## src/core/ocfp_params.svh

```systemverilog
// Timing counts, encodings and codes for the output clock and frame block
`ifndef OCFP_PARAMS_SVH
`define OCFP_PARAMS_SVH

// Nominal rate of the synthesis input tick from either path
`define OCFP_SRC_TICK_HZ 8192000
`define OCFP_SRC_TICK_KHZ 8192

// Composite clock: 64 kHz by direct division
`define OCFP_COMP_HZ 64000
`define OCFP_COMP_TICKS (`OCFP_SRC_TICK_HZ / `OCFP_COMP_HZ)
`define OCFP_COMP_HALF (`OCFP_COMP_TICKS / 2)

// 8 kHz frame of 125000 ns, 2 kHz frame of 500000 ns
`define OCFP_FRAME_8K_NS 125000
`define OCFP_FRAME_2K_NS 500000
`define OCFP_FRAME_8K_TICKS \
    (`OCFP_SRC_TICK_KHZ * `OCFP_FRAME_8K_NS / 1000000)
`define OCFP_FRAME_8K_HALF (`OCFP_FRAME_8K_TICKS / 2)
`define OCFP_FRAMES_PER_2K (`OCFP_FRAME_2K_NS / `OCFP_FRAME_8K_NS)
`define OCFP_FRAMES_2K_HALF (`OCFP_FRAMES_PER_2K / 2)

// Phase increments per source tick, 24-bit accumulator
`define OCFP_DFS_INC_DS1 24'h304000
`define OCFP_DFS_INC_E1 24'h400000
// Rate select level that picks the DS1 rate
`define OCFP_RATE_SEL_DS1 1'b1

// Output frequency codes of the two high-rate ports
`define OCFP_CODE_311M 4'h5
`define OCFP_CODE_125M 4'hb

// Reset values
`define OCFP_RST_CNT 10'h000
`define OCFP_RST_ACC 24'h000000

`endif

```

## src/core/ocfp_pkg.sv

```systemverilog
// Types shared by the output clock and frame block
package ocfp_pkg;
    typedef enum logic [2:0] {
        FP_IDLE = 3'b001,
        FP_ARM = 3'b010,
        FP_LOW = 3'b100
    } ocfp_pulse_e;
    typedef logic [3:0] ocfp_code_t;
endpackage

```

## src/core/ocfp_top.sv

```systemverilog
// Output clock, line rate clock and 8k/2k frame generation
`include "ocfp_params.svh"
module ocfp_top
    import ocfp_pkg::*;
(
    input wire logic ref_clk_i,
    input wire logic nrst_i,
    input wire logic primary_tick_i,
    input wire logic secondary_tick_i,
    input wire logic ref_timing_tick_i,
    input wire logic secondary_ref_valid_i,
    input wire logic composite_source_select_i,
    input wire logic auto_squelch_enable_i,
    input wire logic line_rate_out_enable_i,
    input wire logic line_rate_select_secondary_i,
    input wire logic line_rate_select_primary_i,
    input wire logic frame_8k_enable_i,
    input wire logic frame_2k_enable_i,
    input wire logic frame_8k_pulse_mode_i,
    input wire logic frame_2k_pulse_mode_i,
    input wire logic frame_8k_invert_i,
    input wire logic frame_2k_invert_i,
    input wire ocfp_code_t fifth_port_freq_code_i,
    input wire ocfp_code_t sixth_port_freq_code_i,
    input wire logic primary_77m_mode_i,
    input wire logic secondary_gbe_mode_i,
    output logic composite_clock_out_o,
    output logic line_rate_clock_out_o,
    output logic frame_8k_out_o,
    output logic frame_2k_out_o,
    output logic fifth_port_125m_o,
    output logic sixth_port_311m_o
);

    logic src_tick;
    logic squelch;
    logic line_ds1;
    logic line_run;
    logic [9:0] cnt8k_reg;
    logic [1:0] frm2k_reg;
    logic wrap8k;
    logic wrap2k;
    logic [1:0] en_w;
    logic [1:0] pul_w;
    logic [1:0] inv_w;
    logic [1:0] bnd_w;
    logic [1:0] sq_w;
    logic [1:0] run_reg;
    logic [1:0] out_reg;
    ocfp_pulse_e st_reg [2];
    logic fifth_reg;
    logic sixth_reg;

    // Composite and line rate source path
    assign src_tick = composite_source_select_i ? primary_tick_i
                                                : secondary_tick_i;
    assign squelch = !composite_source_select_i && auto_squelch_enable_i
                     && !secondary_ref_valid_i;
    assign line_ds1 = (composite_source_select_i ? line_rate_select_primary_i
                       : line_rate_select_secondary_i)
                      == `OCFP_RATE_SEL_DS1;
    assign line_run = line_rate_out_enable_i && !squelch;

    ocfp_comp_div u_comp_div (
        .ref_clk_i(ref_clk_i),
        .nrst_i(nrst_i),
        .run_i(!squelch),
        .tick_i(src_tick),
        .clk_o(composite_clock_out_o)
    );

    ocfp_dfs u_dfs (
        .ref_clk_i(ref_clk_i),
        .nrst_i(nrst_i),
        .run_i(line_run),
        .tick_i(src_tick),
        .ds1_sel_i(line_ds1),
        .clk_o(line_rate_clock_out_o)
    );

    // Shared frame counter on the primary tick keeps 8k and 2k aligned
    assign wrap8k = primary_tick_i
                    && cnt8k_reg == 10'(`OCFP_FRAME_8K_TICKS - 1);
    assign wrap2k = wrap8k && frm2k_reg == 2'(`OCFP_FRAMES_PER_2K - 1);

    always_ff @(posedge ref_clk_i) begin
        if (!nrst_i) begin
            cnt8k_reg <= `OCFP_RST_CNT;
        end else if (wrap8k) begin
            cnt8k_reg <= `OCFP_RST_CNT;
        end else if (primary_tick_i) begin
            cnt8k_reg <= cnt8k_reg + 10'h001;
        end
    end

    always_ff @(posedge ref_clk_i) begin
        if (!nrst_i) begin
            frm2k_reg <= 2'h0;
        end else if (wrap8k) begin
            frm2k_reg <= frm2k_reg + 2'h1;
        end
    end

    assign en_w = {frame_2k_enable_i, frame_8k_enable_i};
    assign pul_w = {frame_2k_pulse_mode_i, frame_8k_pulse_mode_i};
    assign inv_w = {frame_2k_invert_i, frame_8k_invert_i};
    assign bnd_w = {wrap2k, wrap8k};
    assign sq_w[0] = cnt8k_reg < 10'(`OCFP_FRAME_8K_HALF);
    assign sq_w[1] = frm2k_reg < 2'(`OCFP_FRAMES_2K_HALF);

    genvar ch;
    generate
        for (ch = 0; ch < 2; ch++) begin : g_frame
            // Held off until a boundary so a restart never gives a runt
            always_ff @(posedge ref_clk_i) begin
                if (!nrst_i || !en_w[ch]) begin
                    run_reg[ch] <= 1'b0;
                end else if (bnd_w[ch]) begin
                    run_reg[ch] <= 1'b1;
                end
            end

            // Pulse waits for the next reference edge after the boundary
            always_ff @(posedge ref_clk_i) begin
                if (!nrst_i) begin
                    st_reg[ch] <= FP_IDLE;
                end else begin
                    unique case (st_reg[ch])
                        FP_IDLE: begin
                            if (en_w[ch] && pul_w[ch] && bnd_w[ch]) begin
                                st_reg[ch] <= FP_ARM;
                            end
                        end
                        FP_ARM: begin
                            if (!en_w[ch] || !pul_w[ch]) begin
                                st_reg[ch] <= FP_IDLE;
                            end else if (ref_timing_tick_i) begin
                                st_reg[ch] <= FP_LOW;
                            end
                        end
                        FP_LOW: begin
                            if (!en_w[ch] || ref_timing_tick_i) begin
                                st_reg[ch] <= FP_IDLE;
                            end
                        end
                        default: begin
                            st_reg[ch] <= FP_IDLE;
                        end
                    endcase
                end
            end

            always_ff @(posedge ref_clk_i) begin
                if (!nrst_i || !en_w[ch] || !run_reg[ch]) begin
                    out_reg[ch] <= 1'b0;
                end else if (pul_w[ch]) begin
                    out_reg[ch] <= (st_reg[ch] != FP_LOW)
                                   ^ inv_w[ch];
                end else begin
                    out_reg[ch] <= sq_w[ch] ^ inv_w[ch];
                end
            end

        end
    endgenerate

    assign frame_8k_out_o = out_reg[0];
    assign frame_2k_out_o = out_reg[1];

    // High-rate port qualifiers
    always_ff @(posedge ref_clk_i) begin
        if (!nrst_i) begin
            sixth_reg <= 1'b0;
        end else begin
            sixth_reg <= sixth_port_freq_code_i == `OCFP_CODE_311M
                         && primary_77m_mode_i;
        end
    end

    always_ff @(posedge ref_clk_i) begin
        if (!nrst_i) begin
            fifth_reg <= 1'b0;
        end else begin
            fifth_reg <= fifth_port_freq_code_i == `OCFP_CODE_125M
                         && secondary_gbe_mode_i;
        end
    end

    assign sixth_port_311m_o = sixth_reg;
    assign fifth_port_125m_o = fifth_reg;
endmodule // ocfp_top

```

## src/core/ocfp_comp_div.sv

```systemverilog
// Composite clock divider: square 64 kHz by integer division of the tick
`include "ocfp_params.svh"
module ocfp_comp_div
    import ocfp_pkg::*;
(
    input wire logic ref_clk_i,
    input wire logic nrst_i,
    input wire logic run_i,
    input wire logic tick_i,
    output logic clk_o
);
    logic [6:0] cnt_reg;
    logic clk_reg;

    // Cleared while stopped so a restart begins a whole period
    always_ff @(posedge ref_clk_i) begin
        if (!nrst_i || !run_i) begin
            cnt_reg <= 7'h00;
        end else if (tick_i) begin
            if (cnt_reg == 7'(`OCFP_COMP_TICKS - 1)) begin
                cnt_reg <= 7'h00;
            end else begin
                cnt_reg <= cnt_reg + 7'h01;
            end
        end
    end

    always_ff @(posedge ref_clk_i) begin
        if (!nrst_i || !run_i) begin
            clk_reg <= 1'b0;
        end else begin
            clk_reg <= (cnt_reg < 7'(`OCFP_COMP_HALF));
        end
    end

    assign clk_o = clk_reg;
endmodule // ocfp_comp_div

```

## src/core/ocfp_dfs.sv

```systemverilog
// Line rate synthesiser: phase accumulator stepping on the source tick
`include "ocfp_params.svh"
module ocfp_dfs
    import ocfp_pkg::*;
(
    input wire logic ref_clk_i,
    input wire logic nrst_i,
    input wire logic run_i,
    input wire logic tick_i,
    input wire logic ds1_sel_i,
    output logic clk_o
);
    logic [23:0] acc_reg;
    logic [23:0] inc;
    logic clk_reg;

    assign inc = ds1_sel_i ? `OCFP_DFS_INC_DS1 : `OCFP_DFS_INC_E1;

    // Fractional step, so edges carry up to one tick of jitter
    always_ff @(posedge ref_clk_i) begin
        if (!nrst_i || !run_i) begin
            acc_reg <= `OCFP_RST_ACC;
        end else if (tick_i) begin
            acc_reg <= acc_reg + inc;
        end
    end

    always_ff @(posedge ref_clk_i) begin
        if (!nrst_i || !run_i) begin
            clk_reg <= 1'b0;
        end else begin
            clk_reg <= acc_reg[23];
        end
    end

    assign clk_o = clk_reg;
endmodule // ocfp_dfs

```

## config.mk

```make
export PLATFORM = sky130hd
export DESIGN_NAME = ocfp_top
export DESIGN_NICKNAME = d
export VERILOG_FILES = /design/src/core/ocfp_pkg.sv /design/src/core/ocfp_top.sv /design/src/core/ocfp_comp_div.sv /design/src/core/ocfp_dfs.sv
export VERILOG_INCLUDE_DIRS = /design/src /design/src/core
export SDC_FILE = /design/constraint.sdc
export NUM_CORES = 1
export LEC_CHECK = 0
export BUFFER_PORTS_ARGS = -buffer_cell sky130_fd_sc_hd__buf_2
export CAP_MARGIN = 20
export CORE_ASPECT_RATIO = 2
export CORE_MARGIN = 1
export CORE_UTILIZATION = 48
export DETAILED_ROUTE_END_ITERATION = 16
export PLACE_DENSITY = 0.7
export SLEW_MARGIN = 0
export SYNTH_ARGS = -nofsm -noshare
export SYNTH_HDL_FRONTEND = slang
export SYNTH_SLANG_ARGS = --single-unit
```

## constraint.sdc

```tcl
create_clock -name ref_clk_i -period 2.2 [get_ports ref_clk_i]
set_clock_uncertainty 0.05 [all_clocks]
set_input_delay 0.22 -clock ref_clk_i [delete_from_list [all_inputs] [get_ports ref_clk_i]]
set_output_delay 0.22 -clock ref_clk_i [all_outputs]
set_load 0.05 [all_outputs]
```

Word level (Yosys, flattened, before mapping):

Memory sizes are Yosys's and may differ from the RTL's.
Cells that the tools add are included.

* input bits: 27
* memories kept: 1
* bits in writable memories: 6
* output and inout bits: 6
* register bits: 51
* logic and storage cells: 139

* equal/unequal tests: 13
* bitwise gates (word level): 15
* reduce and logical (&&, ||, !) cells: 35
* add/subtract/negate cells: 4
* magnitude comparators: 3
* muxes and demuxes: 56

Memories
* st_reg: depth 2, width 3, rd ports 2, clocked after memory_dff 0, wr ports 2, RTL line ocfp_top.sv:50 `ocfp_pulse_e st_reg [2];`

Operators by type and width (count)
* 1-bit two-way mux: 44
* 3-bit two-way mux: 10
* 24-bit adder: 1
* 23-bit two-way mux: 1
* 1-bit logical AND: 11
* 1-bit logical NOT: 11
* 10-bit by 1-bit adder with 10-bit output, second input constant: 1
* 10-bit == test, second input constant: 1
* 1-bit logical OR: 10
* 10-bit less-than comparator, second input constant: 1
* 1-bit bitwise OR: 10
* 7-bit by 1-bit adder with 7-bit output, second input constant: 1
* 7-bit == test, second input constant: 1
* 7-bit less-than comparator, second input constant: 1
* 7-bit two-way mux: 1
* 3-bit by 1-bit == test with 1-bit output, second input constant: 2
* 3-bit by 2-bit == test with 1-bit output, second input constant: 2
* 3-bit == test, second input constant: 2
* 3-bit inequality test, second input constant: 2
* 3-bit OR reduction: 2
* 4-bit by 3-bit == test with 1-bit output, second input constant: 1
* 4-bit == test, second input constant: 1
* 1-bit XOR: 4
* 2-bit by 1-bit adder with 2-bit output, second input constant: 1
* other kinds (4): 4

Longest topological paths before layout:

Gate-level depths: netlist of run 1.

* word-level depth: 13
* mapped depth: 8
* gate-level depth less buffers: 8

Hierarchy:

Synthesis of run 1 repeated with hierarchy kept, for this count alone.

* cell total of the unflattened synthesis: 218
* area total of the unflattened synthesis: 2077.0 sq um

Modules (own cells, without submodules)
* ocfp_top: cells each 125, times used 1, area an instance 1204.9 sq um, seq. area each 540.5 sq um
* ocfp_dfs: cells each 59, times used 1, area an instance 553.0 sq um, seq. area each 220.2 sq um
* ocfp_comp_div: cells each 34, times used 1, area an instance 319.1 sq um, seq. area each 160.2 sq um

Least setup slack after synthesis of run 1:

Ideal clock, no wire load.

* kind: in2reg
* start point: input port composite_source_select_i
* end point: register u_dfs.acc_reg[22]
* path slack: 367 ps
* library setup time: 117 ps
* path buffers: 0
* data arrival time: 1665 ps
* stages on the path: 8
* required time: 2033 ps
* path through: mux2i_1 inv_1 ha_1 ha_1 and3_1 a221oi_1 mux2i_1 nand2_1

* cells in the longest elaborated chain, start to end: 7
* elaborated cells between the ends (all ways): 11
* those cells by class: 1 x add/sub; 3 x mux; 7 x reduce/logical

Ends and longest elaborated chain
* start: declaration: RTL line ocfp_top.sv:12 `input wire logic composite_source_select_i,`
* parallel branches: the longest is 7 deep, another holds 24-bit adder
* end signal: assignment: RTL line ocfp_dfs.sv:22 `` acc_reg <= `OCFP_RST_ACC; ``
* end signal: assignment: RTL line ocfp_dfs.sv:24 `acc_reg <= acc_reg + inc;`
* end: declaration: RTL line ocfp_dfs.sv:13 `logic [23:0] acc_reg;`

Several ways; the timed one is not identified.
A chain may end at the register's enable or synchronous reset.

==> results.toml, run 1 <==
[run_status]
status = "completed"

[floorplanning]
core_area_um2 = 4340
die_x_um = 49.4
initial_core_util = 0.498
row_count = 34
dieHeight_um = 96.9
num_io_pins = 33
design.die.area_um2 = 4790

[power_and_ir_drop]
fin_total_pwr_mw = 1.46
power_density_nw_per_um2 = 592
p_leak_nw = 1.03
ir_drop_mv = 0.424

[logic_synthesis]
synth.avg_cell_area_um2 = 9.27
ys_ff_latch = 43
synth_flop_cell = "dfxtp_1"
synthDistinctLibCells = 44
synth_nets = 268
synth_cells = 233
yosysWarnings = 0
synthesis.area_um2 = 2160
ys_seq_area_frac = 0.426
async_reset_ff_frac = 0
synth_edf_count = 6

[clocking]
postCtsSetupBuffers = 0
htree_levels = 2
cts_buffer_depth = 2
clock_latency_ns = 0.29
cts_resized = 0
hold_buffers = 0
numCtsBuffers = 5
cts_tree = "built"
clkTransAtPathRegs_ns = 0.08
root_buffer = "clkbuf_8"
cts.sinks = 43

[worst_setup_path]
required_ns = 2.14
startpoint_type = "flip-flop"
arrival_ns = 1.75
critPathMaxFanout = 5
crit_type = "flip-flop to flip-flop"
worstSetupEndpointType = "flip-flop"

[routing]
vias_per_cell = 5.36
drtPass1Iterations = 4
drt-initial-drc-count = 26
drc = 0
wl_mm = 4.15
antenna_left = 0
num_vias = 1743
avgRoutedWirePerCell_um = 12.8

[grt]
grt_max_degree = 21
grt.overflow.total = 0
grt_antenna_before_repair = 0
grt_pass1_wl_mm = 7.32
grt_usage = 0.196
grt_pass1_vias = 1751

[timing]
fin_crit_ns = 1.81
slew_viol_final = 0
tns_ns = 0
hold_violations = 0
rsz0062_at_grt = "no"
worst_slack_ns = 0.392
setup_violations = 0
period_share = 0.822
max_freq_ghz = 0.553
tightest_slew_ns = 0.497
slew-limit-headroom = 0.662

[flow_run]
cap_violations = 0

[place]
gp_congestion = 0.876
placed_cell_area_um2 = 2380
io_buffers = 32
hpwl_mm = 3.19
dpl_worst_slack_ns = 0.0988

[finish]
antenna_cells = 0
finalNetCount = 305
n_fill_cell = 420
syn2layout_area_growth_pct = 13.8
drive_gt1_frac = 0.166
design_area_um2 = 2460
finish.utilization = 0.567

[hold_path]
hp-class = "primary input to flip-flop"
cells in the mapped netlist (3+ instances only):
library cell	number	area, um^2
nand4b_1	4	35.0
nand2_1	30	113
nor2_1	28	105
nand3_1	5	25.0
dfxtp_1	37	741
nor3b_1	6	45.0
xor2_1	12	105
xnor2_1	11	96.3
and2_1	9	56.3
mux2i_1	6	60.1
nor2b_1	3	18.8
nand2b_1	4	25.0
ha_1	8	100
and4_1	3	26.3
nand4_1	8	50.1
a21oi_1	8	40.0
nor4_1	4	25.0
edfxtp_1	6	180
o21ai_0	5	25.0
nor4b_1	3	26.3
and3_1	5	31.3
cell families (layout without fill, tap and decap cells):
logic type	count (synthesis)	count (layout)	synth area share
xor+xnor	23	23	0.0932
flops	43	43	0.426
mux	8	8	0.0394
fa+ha+maj	8	8	0.0463
simple gates	121	121	0.308
buf+inv	7	45	0.0180
compound gates	23	23	0.0689
worst paths after layout:
check                                  from                 to  slack (ns)  depth (start not counted)
hold / removal    sixth_port_freq_code_i[1]  sixth_port_311m_o        0.03                          2
setup / recovery               cnt8k_reg[0]       st_reg[1][1]        0.39                          5
setup reg to reg               cnt8k_reg[0]       st_reg[1][1]        0.39                          5
hold reg to reg                  run_reg[0]     frame_8k_out_o        0.40                          2
layout make-up:
| type | count | area (um^2) | area share |
|---|---|---|---|
| Tap cell | 54 | 67.6 | 0.0275 |
| Multi-Input combinational cell | 183 | 1200 | 0.488 |
| Timing Repair Buffer | 35 | 183 | 0.0743 |
| Clock buffer | 8 | 80.1 | 0.0326 |
| Inverter | 2 | 7.51 | 0.00305 |
| Sequential cell | 43 | 921 | 0.374 |
metrics by stage:
step / cells / hold slack (ns)
after global placement: 317 / 0.332
after detailed placement: 317 / 0.335
after floorplan: 233 / 0.246
final: 325 / 0.0261
after CTS: 325 / 0.0151
after global routing: 325 / 0.0245
power breakdown:
group | internal [mW] | switching, mW
sequential | 0.812 | 0.0147
combinational | 0.0609 | 0.0857
clock | 0.226 | 0.256
total | 1.10 | 0.356
layer usage:
layer / global-route usage / up-vias / share of wire
met5: 0 / - / 0
met2: 0.372 / 31 / 0.56
met4: 0.0725 / 0 / 0.015
met1: 0.202 / 811 / 0.39
li1: - / 896 / -
met3: 0.0377 / 5 / 0.030
cells in the final DEF (no fill, tap or decap), types with 8 or more instances in the layout:
cell     synthesis  routed
dfxtp_1         37      37
buf_2            1      32
nand2_1         30      30
nor2_1          28      28
xor2_1          12      12
xnor2_1         11      11
and2_1           9       9
nand4_1          8       8
a21oi_1          8       8
ha_1             8       8
worst max-delay path: stages, from the launching register on:
cell      delay (ns)
dfxtp_1         0.38
ha_1            0.20
nand4_1         0.15
nor3_4          0.25
and4b_1         0.28
nand4b_1        0.20
Note: power is estimated with default switching activity, not from simulation.
==> run 2, diff against run 1 <==
- ABC_AREA: not set -> 1
- clock period: 2.2 -> 1.82 ns (I/O delays scaled with it)
==> results.toml, run 2 <==
[timing]
max_freq_ghz = 0.597
slew_viol_final = 0
period_share = 0.920
rsz0062_at_grt = "no"
hold_slack_ns = 0.0908
setup_violations = 0
hold_violations = 0
fin_crit_ns = 1.67
slew-limit-headroom = 0.773
tightest_slew_ns = 0.339

[finish]
antenna_cells = 0
drive_gt1_frac = 0.196
finish.utilization = 0.600
final_cell_mix = "nand2_1, inv_1, dfxtp_1"
syn2layout_area_growth_pct = 19.2
layout_commonest_cell = "nand2_1"
n_fill_cell = 442
finalNetCount = 376

[power_and_ir_drop]
clkPwrFrac = 0.342
p_comb_frac = 0.109
p_leak_nw = 1.17
power.share.sequential = 0.549
ir_drop_mv = 0.509
internal_power_mw = 1.37
fin_total_pwr_mw = 1.81
power.share.switching = 0.242
p_switching_uw = 436
power_density_nw_per_um2 = 694

[logic_synthesis]
ys_ff_latch = 43
synth_flop_cell = "dfxtp_1"
synthesis.area_um2 = 2180
yosys.area.top_type_share = 0.339
synth_cells = 291
ys_seq_area_frac = 0.422
synth_edf_count = 6
synth_common_cells = "nand2_1, inv_1, dfxtp_1"
async_reset_ff_frac = 0
synth_nets = 326
synthDistinctLibCells = 30
yosysWarnings = 0
yosysMostFrequentCell = "nand2_1"
synth_area_leaders = "dfxtp_1, nand2_1, edfxtp_1"
synth.avg_cell_area_um2 = 7.51
synth_top_area_cell = "dfxtp_1"

[place]
gp_congestion = 0.838
hpwl_mm = 3.47
io_buffers = 32

[routing]
drtPass1Iterations = 4
drc = 0
wl_mm = 4.34
num_vias = 2022
vias_per_cell = 5.11
antenna_left = 0
drt-initial-drc-count = 27
avgRoutedWirePerCell_um = 11.0

[worst_setup_path]
path_delay_family = "simple AND/OR/NAND/NOR gates"
crit_type = "flip-flop to flip-flop"
critPathBufInv = 0
worstSetupEndpointType = "flip-flop"
critPathMaxFanout = 4
slowest_delay_ns = 0.36
arrival_ns = 1.64
worstPathCellList = "ha_1 -> nand3_2 -> nor2_4 -> nand3_4 -> nor2_4 -> nand4_1 -> nand3_2"
required_ns = 1.78
startpoint_type = "flip-flop"
critPathSlowestCell = "dfxtp_1"

[floorplanning]
design.die.area_um2 = 4840
initial_core_util = 0.503
num_io_pins = 33
die_x_um = 49.7
dieHeight_um = 97.4
core_area_um2 = 4340
row_count = 34

[grt]
grt_max_degree = 14
grt_usage = 0.203
grt_pass1_vias = 1986
grt_pass1_wl_mm = 7.60
grt.overflow.total = 0
grt_antenna_before_repair = 0

[clocking]
htree_levels = 2
cts_buffer_depth = 2
postCtsSetupBuffers = 0
numCtsBuffers = 5
cts.sinks = 43
clock_latency_ns = 0.29
root_buffer = "clkbuf_8"
clkTransAtPathRegs_ns = 0.08
cts_tree = "built"

[flow_run]
cap_violations = 0

[run_status]
status = "completed"

[hold_path]
hp-class = "primary input to flip-flop"
-- run 2: cell types whose count changed in the layout (fill, tap and decap cells not counted), moves of 9 or more --
cell / previous run / this run
a21oi_1: 8 / 21
and2_1: 9 / 0
buf_4: 3 / 12
inv_1: 2 / 44
nand2_1: 30 / 54
nand3_1: 5 / 19
-- run 2: metal layers --
| metal | track usage | wire length (um) | up-vias |
|---|---|---|---|
| met4 | 0.0901 | 108 | 0 |
| met2 | 0.420 | 2540 | 41 |
| met1 | 0.175 | 1590 | 918 |
| li1 | - | - | 1055 |
| met5 | 0 | 0 | - |
| met3 | 0.0282 | 104 | 8 |
-- run 2: power by group through the flow --
stage / logic (mW) / registers [mW] / clock network, mW
6_report: 0.197 / 0.992 / 0.617
5_1_grt: 0.221 / 0.996 / 0.673
4_1_cts: 0.198 / 0.993 / 0.636
3_5_place_dp: 0.195 / 1.01 / 0
3_3_place_gp: 0.192 / 1.01 / 0
2_1_floorplan: 0.108 / 1.02 / 0
-- run 2: area by class of cell --
class	count	area (um^2)	area share
multi-input combinational	200	1080	0.417
sequential	43	921	0.354
timing repair buffer	46	270	0.104
inverter	45	169	0.0649
clock buffer	7	86.3	0.0332
tap	54	67.6	0.0259
clock inverter	1	5.00	0.00192
-- run 2: worst paths after layout --
check | from | to | slack [ns] | cells after the start
worst max-delay path | cnt8k_reg[0] | st_reg[1][2] | 0.15 | 7
worst min-delay path | fifth_port_freq_code_i[0] | fifth_port_125m_o | 0.09 | 3
worst max register to register | cnt8k_reg[0] | st_reg[1][2] | 0.15 | 7
worst min register to register | u_comp_div.cnt_reg[6] | u_comp_div.clk_o | 0.41 | 1
-- run 2: stage by stage --
| step | TNS [ns] | worst slack [ns] | cells | instance area, um^2 |
|---|---|---|---|---|
| 2_1_floorplan | 0 | 0.149 | 291 | 2180 |
| 3_3_place_gp | -0.0288 | -0.0204 | 386 | 2490 |
| 3_5_place_dp | -0.213 | -0.0810 | 386 | 2490 |
| 4_1_cts | 0 | 0.0750 | 396 | 2600 |
| 5_1_grt | 0 | 0.00997 | 396 | 2600 |
| 6_report | 0 | 0.145 | 396 | 2600 |
-- run 2: cells by family (layout without fill, tap and decap cells) --
group | Yosys count | after routing | synth area share
compound gates | 35 | 35 | 0.0819
xor+xnor | 9 | 9 | 0.0361
fa+ha+maj | 8 | 8 | 0.0458
buf+inv | 48 | 99 | 0.0842
flops | 43 | 43 | 0.422
mux | 1 | 1 | 0.00458
simple gates | 147 | 147 | 0.326
-- run 2: tightest hold or removal path: stages --
cell     delay, ns
buf_2         0.10
nand4_1       0.07
nor3b_1       0.04
-- run 2: what timing repair did --
action	CTS	global route
gates resized for setup	0	1
endpoints found under the setup margin	0	3
hold endpoints to repair	2	0
hold buffers	2	0
